===== config.mk =====
export PLATFORM = sky130hd
export DESIGN_NAME = hvw_wake
export DESIGN_NICKNAME = d
export VERILOG_FILES = /design/src/verilog/hvw_pkg.sv /design/src/verilog/hvw_sync.sv /design/src/verilog/hvw_filter.sv /design/src/verilog/hvw_wake.sv
export VERILOG_INCLUDE_DIRS = /design/src /design/src/verilog
export SDC_FILE = /design/constraint.sdc
export NUM_CORES = 1
export LEC_CHECK = 0
export BUFFER_PORTS_ARGS = -buffer_cell sky130_fd_sc_hd__buf_2
export CORE_MARGIN = 10
export CORE_UTILIZATION = 42
export CTS_CLUSTER_SIZE = 12
export DETAILED_ROUTE_END_ITERATION = 6
export RECOVER_POWER = 50
export SETUP_SLACK_MARGIN = 0.3
export SLEW_MARGIN = 20
export SYNTH_ARGS = -nofsm -noshare
export SYNTH_HDL_FRONTEND = slang
export SYNTH_SLANG_ARGS = --single-unit

===== constraint.sdc =====
create_clock -name clock -period 2.3 [get_ports clock]
set_input_delay 0.115 -clock clock [delete_from_list [all_inputs] [get_ports clock]]
set_output_delay 0.115 -clock clock [all_outputs]
set_load 0.01 [all_outputs]

===== src/verilog/hvw_regs.svh =====
// Register offsets, field positions and timing constants of the wake block
`ifndef HVW_REGS_SVH
`define HVW_REGS_SVH
`define HVW_ADDR_W 4
`define HVW_OFF_CTRL 4'h0
`define HVW_OFF_PULL 4'h1
`define HVW_OFF_EVT 4'h2
`define HVW_OFF_ALT 4'h3
`define HVW_OFF_LVL 4'h4
`define HVW_OFF_MASK 4'h5
`define HVW_OFF_MODE 4'h6
`define HVW_CTRL_EN 0
`define HVW_CTRL_CYC 1
`define HVW_CTRL_ALT_EN 2
`define HVW_LVL_MAIN 0
`define HVW_LVL_ALT 1
`define HVW_EVT_BIT 0
`define HVW_PULL_NONE 2'h0
`define HVW_PULL_DOWN 2'h1
`define HVW_PULL_UP 2'h2
`define HVW_PULL_AUTO 2'h3
`define HVW_FILT_NS 16000
`define HVW_CLK_PERIOD_NS 8
`define HVW_FILT_CYC (`HVW_FILT_NS / `HVW_CLK_PERIOD_NS)
`define HVW_CNT_W 11
`endif


===== src/verilog/hvw_pkg.sv =====
// Types shared by the wake block modules
package hvw_pkg;
    typedef enum logic [1:0] {
        HVW_PM_NORMAL,
        HVW_PM_STOP,
        HVW_PM_SLEEP,
        HVW_PM_FAILSAFE
    } hvw_pmode_t;
    typedef enum logic [1:0] {
        HVW_F_IDLE,
        HVW_F_RUN
    } hvw_fstate_t;
endpackage : hvw_pkg


===== src/verilog/hvw_sync.sv =====
// Two flip-flop synchroniser for pin levels
`timescale 1ns/10ps
module hvw_sync (
    input wire logic clock,
    input wire logic sys_rst,
    input wire logic pin_in,
    output logic pin_sync
);
    import hvw_pkg::*;
    typedef struct packed {
        logic meta;
        logic sync;
    } hvw_sync_st_t;
    hvw_sync_st_t st_ff;
    hvw_sync_st_t nxt_st;

    always_comb begin
        nxt_st.meta = pin_in;
        nxt_st.sync = st_ff.meta;
    end

    always_ff @(posedge clock or posedge sys_rst) begin
        if (sys_rst) begin
            st_ff <= '0;
        end else begin
            st_ff <= nxt_st;
        end
    end

    assign pin_sync = st_ff.sync;
endmodule : hvw_sync


===== src/verilog/hvw_filter.sv =====
// Deglitch filter: accepts a new level only after it held for the filter time
`timescale 1ns/10ps
`include "hvw_regs.svh"
module hvw_filter (
    input wire logic clock,
    input wire logic sys_rst,
    input wire logic level_in,
    output logic level_out,
    output logic edge_pulse
);
    import hvw_pkg::*;
    localparam logic [`HVW_CNT_W-1:0] FILT_LAST =
        `HVW_CNT_W'(`HVW_FILT_CYC - 1);
    typedef struct packed {
        hvw_fstate_t fsm;
        logic [`HVW_CNT_W-1:0] cnt;
        logic level;
        logic evt;
    } hvw_filt_st_t;
    hvw_filt_st_t st_ff;
    hvw_filt_st_t nxt_st;

    always_comb begin
        nxt_st = st_ff;
        nxt_st.evt = 1'b0;
        case (st_ff.fsm)
            HVW_F_IDLE: begin
                if (level_in != st_ff.level) begin
                    nxt_st.fsm = HVW_F_RUN;
                    nxt_st.cnt = '0;
                end
            end
            HVW_F_RUN: begin
                if (level_in == st_ff.level) begin
                    // Crossed back inside the window: pulse dropped
                    nxt_st.fsm = HVW_F_IDLE;
                end else if (st_ff.cnt == FILT_LAST) begin
                    nxt_st.level = level_in;
                    nxt_st.evt = 1'b1;
                    nxt_st.fsm = HVW_F_IDLE;
                end else begin
                    nxt_st.cnt = st_ff.cnt + `HVW_CNT_W'(1);
                end
            end
            default: begin
                nxt_st.fsm = HVW_F_IDLE;
            end
        endcase
    end

    always_ff @(posedge clock or posedge sys_rst) begin
        if (sys_rst) begin
            st_ff <= '0;
        end else begin
            st_ff <= nxt_st;
        end
    end

    assign level_out = st_ff.level;
    assign edge_pulse = st_ff.evt;
endmodule : hvw_filter


===== src/verilog/hvw_wake.sv =====
// High-voltage wake input detector with register port and interrupt
//
// Overview of operation
// - Both rising and falling crossings of the wake pin count as events.
// - Events interrupt in normal/stop mode and wake the device otherwise.
// - Software picks static sense (always on) or cyclic sense (windowed).
// - Static sense passes the pin through a 16 us deglitch filter.
// - A crossing starts the filter and a crossing back discards it.
// - A control bit written by software enables the pin's wake function.
// - Each accepted wake sets a status flag readable in every mode.
// - The live pin level is readable in normal, stop and init modes.
// - In cyclic sense the level register holds the last sampled level.
// - The multipurpose pin as wake input is filtered and has own status.
// - A two-bit pull select picks none, down, up or automatic bias.
// - Cyclic sense samples once as each on-window closes; a changed sample wakes.
`timescale 1ns/10ps
`include "hvw_regs.svh"
module hvw_wake (
    input wire logic clock,
    input wire logic sys_rst,
    input wire logic hv_wake_pin,
    input wire logic fail_out_multipurpose_pin,
    input wire logic cyclic_on_window,
    input wire hvw_pkg::hvw_pmode_t power_mode,
    input wire logic init_mode,
    input wire logic [`HVW_ADDR_W-1:0] reg_addr,
    input wire logic [7:0] reg_wdata,
    input wire logic reg_wr,
    input wire logic reg_rd,
    output logic [7:0] reg_rdata,
    output logic irq,
    output logic wake_request,
    output logic pull_up_en,
    output logic pull_down_en
);
    import hvw_pkg::*;
    typedef struct packed {
        logic wake_en;
        logic cyclic;
        logic alt_en;
        logic [1:0] pull_sel;
        logic evt_flag;
        logic alt_flag;
        logic [1:0] mask;
        logic lvl_main;
        logic lvl_alt;
        logic samp_valid;
        logic in_window_d;
        logic [7:0] rdata;
        logic irq;
        logic wake_req;
        logic pu;
        logic pd;
    } hvw_st_t;
    hvw_st_t st_ff;
    hvw_st_t nxt_st;

    logic main_sync;
    logic alt_sync;
    logic main_filt;
    logic main_edge;
    logic alt_filt;
    logic alt_edge;
    logic cyc_sync;

    hvw_sync u_sync_main (
        .clock(clock),
        .sys_rst(sys_rst),
        .pin_in(hv_wake_pin),
        .pin_sync(main_sync)
    );
    hvw_sync u_sync_alt (
        .clock(clock),
        .sys_rst(sys_rst),
        .pin_in(fail_out_multipurpose_pin),
        .pin_sync(alt_sync)
    );
    hvw_sync u_sync_win (
        .clock(clock),
        .sys_rst(sys_rst),
        .pin_in(cyclic_on_window),
        .pin_sync(cyc_sync)
    );
    hvw_filter u_filt_main (
        .clock(clock),
        .sys_rst(sys_rst),
        .level_in(main_sync),
        .level_out(main_filt),
        .edge_pulse(main_edge)
    );
    hvw_filter u_filt_alt (
        .clock(clock),
        .sys_rst(sys_rst),
        .level_in(alt_sync),
        .level_out(alt_filt),
        .edge_pulse(alt_edge)
    );

    logic main_evt;
    logic alt_evt;
    logic cyc_samp;
    logic cyc_evt;
    logic lvl_vis;
    logic active_mode;
    logic wr_ctrl;
    logic wr_pull;
    logic wr_evt;
    logic wr_alt;
    logic wr_mask;
    logic [1:0] flags_new;

    always_comb begin
        nxt_st = st_ff;
        active_mode = (power_mode == HVW_PM_NORMAL) ||
            (power_mode == HVW_PM_STOP);
        lvl_vis = active_mode || init_mode;
        wr_ctrl = reg_wr && (reg_addr == `HVW_OFF_CTRL);
        wr_pull = reg_wr && (reg_addr == `HVW_OFF_PULL);
        wr_evt = reg_wr && (reg_addr == `HVW_OFF_EVT);
        wr_alt = reg_wr && (reg_addr == `HVW_OFF_ALT);
        wr_mask = reg_wr && (reg_addr == `HVW_OFF_MASK);

        // Cyclic sampling at the end of each on-window
        nxt_st.in_window_d = cyc_sync;
        cyc_samp = st_ff.in_window_d && !cyc_sync;
        cyc_evt = cyc_samp && st_ff.samp_valid &&
            (main_sync != st_ff.lvl_main);
        // First sample after entering cyclic only seeds the reference
        if (!st_ff.cyclic) begin
            nxt_st.samp_valid = 1'b0;
        end else if (cyc_samp) begin
            nxt_st.samp_valid = 1'b1;
        end

        main_evt = st_ff.wake_en &&
            (st_ff.cyclic ? cyc_evt : main_edge);
        alt_evt = st_ff.alt_en && alt_edge;

        // Set beats a clear arriving in the same cycle
        if (wr_evt && reg_wdata[`HVW_EVT_BIT]) begin
            nxt_st.evt_flag = 1'b0;
        end
        if (main_evt) begin
            nxt_st.evt_flag = 1'b1;
        end
        if (wr_alt && reg_wdata[`HVW_EVT_BIT]) begin
            nxt_st.alt_flag = 1'b0;
        end
        if (alt_evt) begin
            nxt_st.alt_flag = 1'b1;
        end

        if (wr_ctrl) begin
            nxt_st.wake_en = reg_wdata[`HVW_CTRL_EN];
            nxt_st.cyclic = reg_wdata[`HVW_CTRL_CYC];
            nxt_st.alt_en = reg_wdata[`HVW_CTRL_ALT_EN];
        end
        if (wr_pull) begin
            nxt_st.pull_sel = reg_wdata[1:0];
        end
        if (wr_mask) begin
            nxt_st.mask = reg_wdata[1:0];
        end

        // Level tracking: live in static, last sample in cyclic
        if (st_ff.cyclic) begin
            if (cyc_samp) begin
                nxt_st.lvl_main = main_sync;
            end
        end else begin
            nxt_st.lvl_main = main_filt;
        end
        nxt_st.lvl_alt = alt_filt;

        case (st_ff.pull_sel)
            `HVW_PULL_DOWN: begin
                nxt_st.pu = 1'b0;
                nxt_st.pd = 1'b1;
            end
            `HVW_PULL_UP: begin
                nxt_st.pu = 1'b1;
                nxt_st.pd = 1'b0;
            end
            `HVW_PULL_AUTO: begin
                // Bias follows the seen level to hold it
                nxt_st.pu = main_sync;
                nxt_st.pd = !main_sync;
            end
            default: begin
                nxt_st.pu = 1'b0;
                nxt_st.pd = 1'b0;
            end
        endcase

        flags_new = {alt_evt, main_evt};
        nxt_st.irq = |({nxt_st.alt_flag, nxt_st.evt_flag} & ~nxt_st.mask) &&
            active_mode;
        // Wake request is a one-cycle pulse per cycle with an accepted event; main and alt events in one cycle give one pulse
        nxt_st.wake_req = (|flags_new) && !active_mode;

        nxt_st.rdata = 8'h00;
        if (reg_rd) begin
            case (reg_addr)
                `HVW_OFF_CTRL: begin
                    nxt_st.rdata[`HVW_CTRL_EN] = st_ff.wake_en;
                    nxt_st.rdata[`HVW_CTRL_CYC] = st_ff.cyclic;
                    nxt_st.rdata[`HVW_CTRL_ALT_EN] = st_ff.alt_en;
                end
                `HVW_OFF_PULL: begin
                    nxt_st.rdata[1:0] = st_ff.pull_sel;
                end
                `HVW_OFF_EVT: begin
                    nxt_st.rdata[`HVW_EVT_BIT] = st_ff.evt_flag;
                end
                `HVW_OFF_ALT: begin
                    nxt_st.rdata[`HVW_EVT_BIT] = st_ff.alt_flag;
                end
                `HVW_OFF_LVL: begin
                    nxt_st.rdata[`HVW_LVL_MAIN] = st_ff.lvl_main && lvl_vis;
                    nxt_st.rdata[`HVW_LVL_ALT] = st_ff.lvl_alt && lvl_vis;
                end
                `HVW_OFF_MASK: begin
                    nxt_st.rdata[1:0] = st_ff.mask;
                end
                `HVW_OFF_MODE: begin
                    nxt_st.rdata[1:0] = power_mode;
                    nxt_st.rdata[2] = init_mode;
                end
                default: begin
                    nxt_st.rdata = 8'h00;
                end
            endcase
        end
    end

    always_ff @(posedge clock or posedge sys_rst) begin
        if (sys_rst) begin
            st_ff <= '0;
        end else begin
            st_ff <= nxt_st;
        end
    end

    assign reg_rdata = st_ff.rdata;
    assign irq = st_ff.irq;
    assign wake_request = st_ff.wake_req;
    assign pull_up_en = st_ff.pu;
    assign pull_down_en = st_ff.pd;
endmodule : hvw_wake


==> qor.yml <==
floorplanning:
  core_mm2: 0.00592
  pin_count: 34
  die_w_um: 98.0
  dieArea_mm2: 0.00961
  die_h_um: 98.0
  initial_core_util_pct: 43.2
  std_cell_rows: 28
layout:
  fin_util_pct: 48.3
  fillers: 546
  synthToLayoutAreaGrowth_pct: 11.9
  antenna-diode-count: 0
  fin_area_mm2: 0.00286
  final_nets: 295
  drive_gt1_share_pct: 18.4
synth:
  synth_cell_types: 47
  async_flop_share_pct: 100
  synth_cells: 244
  yosys_warnings: 0
  synth-edff-count: 0
  seq_area_frac_synth_pct: 52.9
  synthFlopType: "dfrtp_1"
  netlist_area_mm2: 0.00256
  synth_seq_cells: 54
  synth_area_per_cell_um2: 10.5
placed_design:
  hpwlAfterDp_mm: 3.53
  gp_congestion: 0.787
  place_area_mm2: 0.00272
  port_buffers: 23
power:
  p_per_area_mw_per_mm2: 695
  ir_drop_mv: 0.398
  p_leak_uw: 0.00128
global_route:
  grt_pass1_wl_mm: 8.66
  grtUsageTotal_pct: 10.6
  grt_overflow: 0
  grt_pass1_vias: 1902
  grt_max_degree: 55
  grt_antenna_before_repair: 0
route:
  drc: 0
  routedWlPerCell_um: 14.2
  num_vias: 1841
  ant_nets: 0
  drt_iter0_drc: 101
  dr.pass1.iters: 4
  vias_per_cell: 5.31
  wirelength_mm: 4.93
timing:
  timing.fmax_mhz: 536
  min_period_ps: 1870
  hold_viol: 0
  slew-limit-headroom_pct: 14.9
  rsz0062_at_grt: "no"
  worst_pin_slew_ps: 1280
  fin_worst_skew_ps: 11.0
  finalMaxSlewViolations: 0
  finalSetupViolations: 0
  period_share_pct: 81.1
  tns_ps: 0
clocking:
  tritoncts: "built"
  numCtsBuffers: 5
  clk_pin_slew_worst_paths_ps: 100
  cts.sinks: 54
  clock_latency_ps: 310
  cts_root_buf: "clkbuf_8"
  post_cts_buffers: 0
  htree_levels: 2
  ctsLongestPathBuffers: 2
setup_path:
  critPathLaunchType: "flip-flop"
  crit_type: "reg -> reg"
  cp-end-kind: "flip-flop"
  path_delay_family: "compound AO/OA/AOI/OAI gates"
  slowest_delay_ps: 450
  cp.buffers_inverters: 0
  cp_slowest_cell: "dfrtp_1"
  cp.arrival_ps: 2070
  cp.required_ps: 2500
  crit_chain: "ha_2 -> nand3_1 -> o311a_1 -> a21o_1 -> a22o_1"
  worstPathMaxFanout: 8
min_path:
  min_path_type: "in -> reg"
status:
  status: "finished clean"
flow_run:
  maxCapViolations: 0
[kinds of logic after synthesis]
group           Yosys count  share of synthesized area (%)
simple gates             76                           15.7
compound gates           62                           16.0
flops                    54                           52.9
buf+inv                  28                           5.53
mux                      13                           6.07
xor+xnor                  8                           2.74
fa+ha+maj                 2                          0.979
other cells               1                          0.147
[sequential cells by signal, summed over array words and instances (netlist names), 3 cells and up]
signal,cells
u_filt_alt.st_ff,12
st_ff,13
u_filt_main.st_ff,12
reg_rdata,3
[through the flow]
step / total power, uW / hold slack, ps / cells / setup slack [ps]
6_report: 1990 / 33.2 / 347 / 434
5_1_grt: 2100 / 16.9 / 347 / 304
4_1_cts: 2020 / 4.36 / 347 / 397
3_5_place_dp: 1380 / 227 / 336 / 419
3_3_place_gp: 1370 / 223 / 336 / 435
2_1_floorplan: 1290 / 146 / 248 / 591
[layout make-up]
| class | count | area, um2 | area share [%] |
|---|---|---|---|
| flip-flops and latches | 54 | 1350 | 47.2 |
| multi-input cells | 166 | 1080 | 37.8 |
| repair buffers | 30 | 173 | 6.04 |
| well taps | 75 | 93.8 | 3.28 |
| clock buffers | 5 | 68.8 | 2.41 |
| inverters | 14 | 52.6 | 1.84 |
| clock inverters | 3 | 40.0 | 1.40 |
[routing by layer]
layer,up-vias,track usage [%],wire length (um)
met3,6,3.24,240
met2,36,16.2,2200
met4,0,3.80,73
met1,881,13.8,2430
met5,-,0,0
li1,918,-,-
[report_power, final]
group	switching [uW]	internal [uW]
logic	135	120
clock network	307	321
registers	71.8	1030
[worst register-to-register path: cells and delay by family (launching register included)]
| family | cells | cell delay (ps) |
|---|---|---|
| AO/OA/AOI/OAI | 3 | 860 |
| flip-flops | 1 | 450 |
| adder cells (fa/ha/maj) | 1 | 280 |
| AND/OR/NAND/NOR | 1 | 170 |
[path summary, 6_finish.rpt]
kind | startpoint | to | slack [ps] | cells after the start
worst max register to register | u_filt_alt.st_ff[2]$_DFFE_PP0P_ | u_filt_alt.st_ff[9]$_DFFE_PP0P_ | 430 | 5
max in group asynchronous | sys_rst | u_filt_alt.st_ff[8]$_DFFE_PP0P_ | 1320 | 3
worst min-delay path | reg_wdata[2] | st_ff[22]$_DFFE_PP0P_ | 30 | 2
worst max-delay path | u_filt_alt.st_ff[2]$_DFFE_PP0P_ | u_filt_alt.st_ff[9]$_DFFE_PP0P_ | 430 | 5
worst min register to register | u_sync_alt.nxt_st[0]$_DFF_PP0_ | u_sync_alt.pin_sync$_DFF_PP0_ | 360 | 0
min in group asynchronous | sys_rst | u_filt_main.st_ff[8]$_DFFE_PP0P_ | 220 | 3
[synthesized netlist by cell type (2+ instances only)]
master / n / area [um2]
nand4_1: 7 / 43.8
nand3_1: 7 / 35.0
a21boi_0: 3 / 22.5
a21oi_1: 16 / 80.1
mux2_2: 10 / 113
a22oi_1: 3 / 22.5
nand2b_1: 4 / 25.0
buf_4: 9 / 67.6
xor2_1: 4 / 35.0
o21ai_0: 16 / 80.1
nand2_1: 17 / 63.8
o31ai_1: 2 / 15.0
a41oi_1: 3 / 26.3
and3_1: 2 / 12.5
o41ai_1: 2 / 17.5
inv_1: 14 / 52.6
a22o_1: 7 / 61.3
or3_1: 6 / 37.5
nor3_1: 4 / 20.0
ha_1: 2 / 25.0
xnor2_1: 4 / 35.0
buf_2: 2 / 10.0
nor2_1: 17 / 63.8
nor2b_1: 3 / 18.8
and4_1: 2 / 17.5
mux2i_1: 2 / 20.0
clkbuf_1: 3 / 11.3
dfrtp_1: 54 / 1350
[repair_timing]
action | CTS | global route
hold buffers | 3 | 0
setup endpoints to repair | 0 | 1
gates resized for setup | 0 | 1
endpoints found under the hold margin | 3 | 0
[cell usage in the layout (no fill, tap or decap), drive strengths merged, types with 2 or more instances in the layout]
master	instances
mux2i	2
nor2b	3
mux2	10
a22oi	3
o41ai	2
buf	26
nand2	17
inv	14
a21oi	16
nor3	5
and4	2
nand2b	4
xor2	4
and3	2
or3b	2
nand4	7
clkbuf	6
dlygate4sd3	3
nand3	7
conb	5
or3	6
nor2	17
a41oi	3
o21ai	16
clkinv	2
a22o	7
o31ai	2
dfrtp	54
a21boi	3
xnor2	4
ha	2
(Power assumes the default switching activity.)
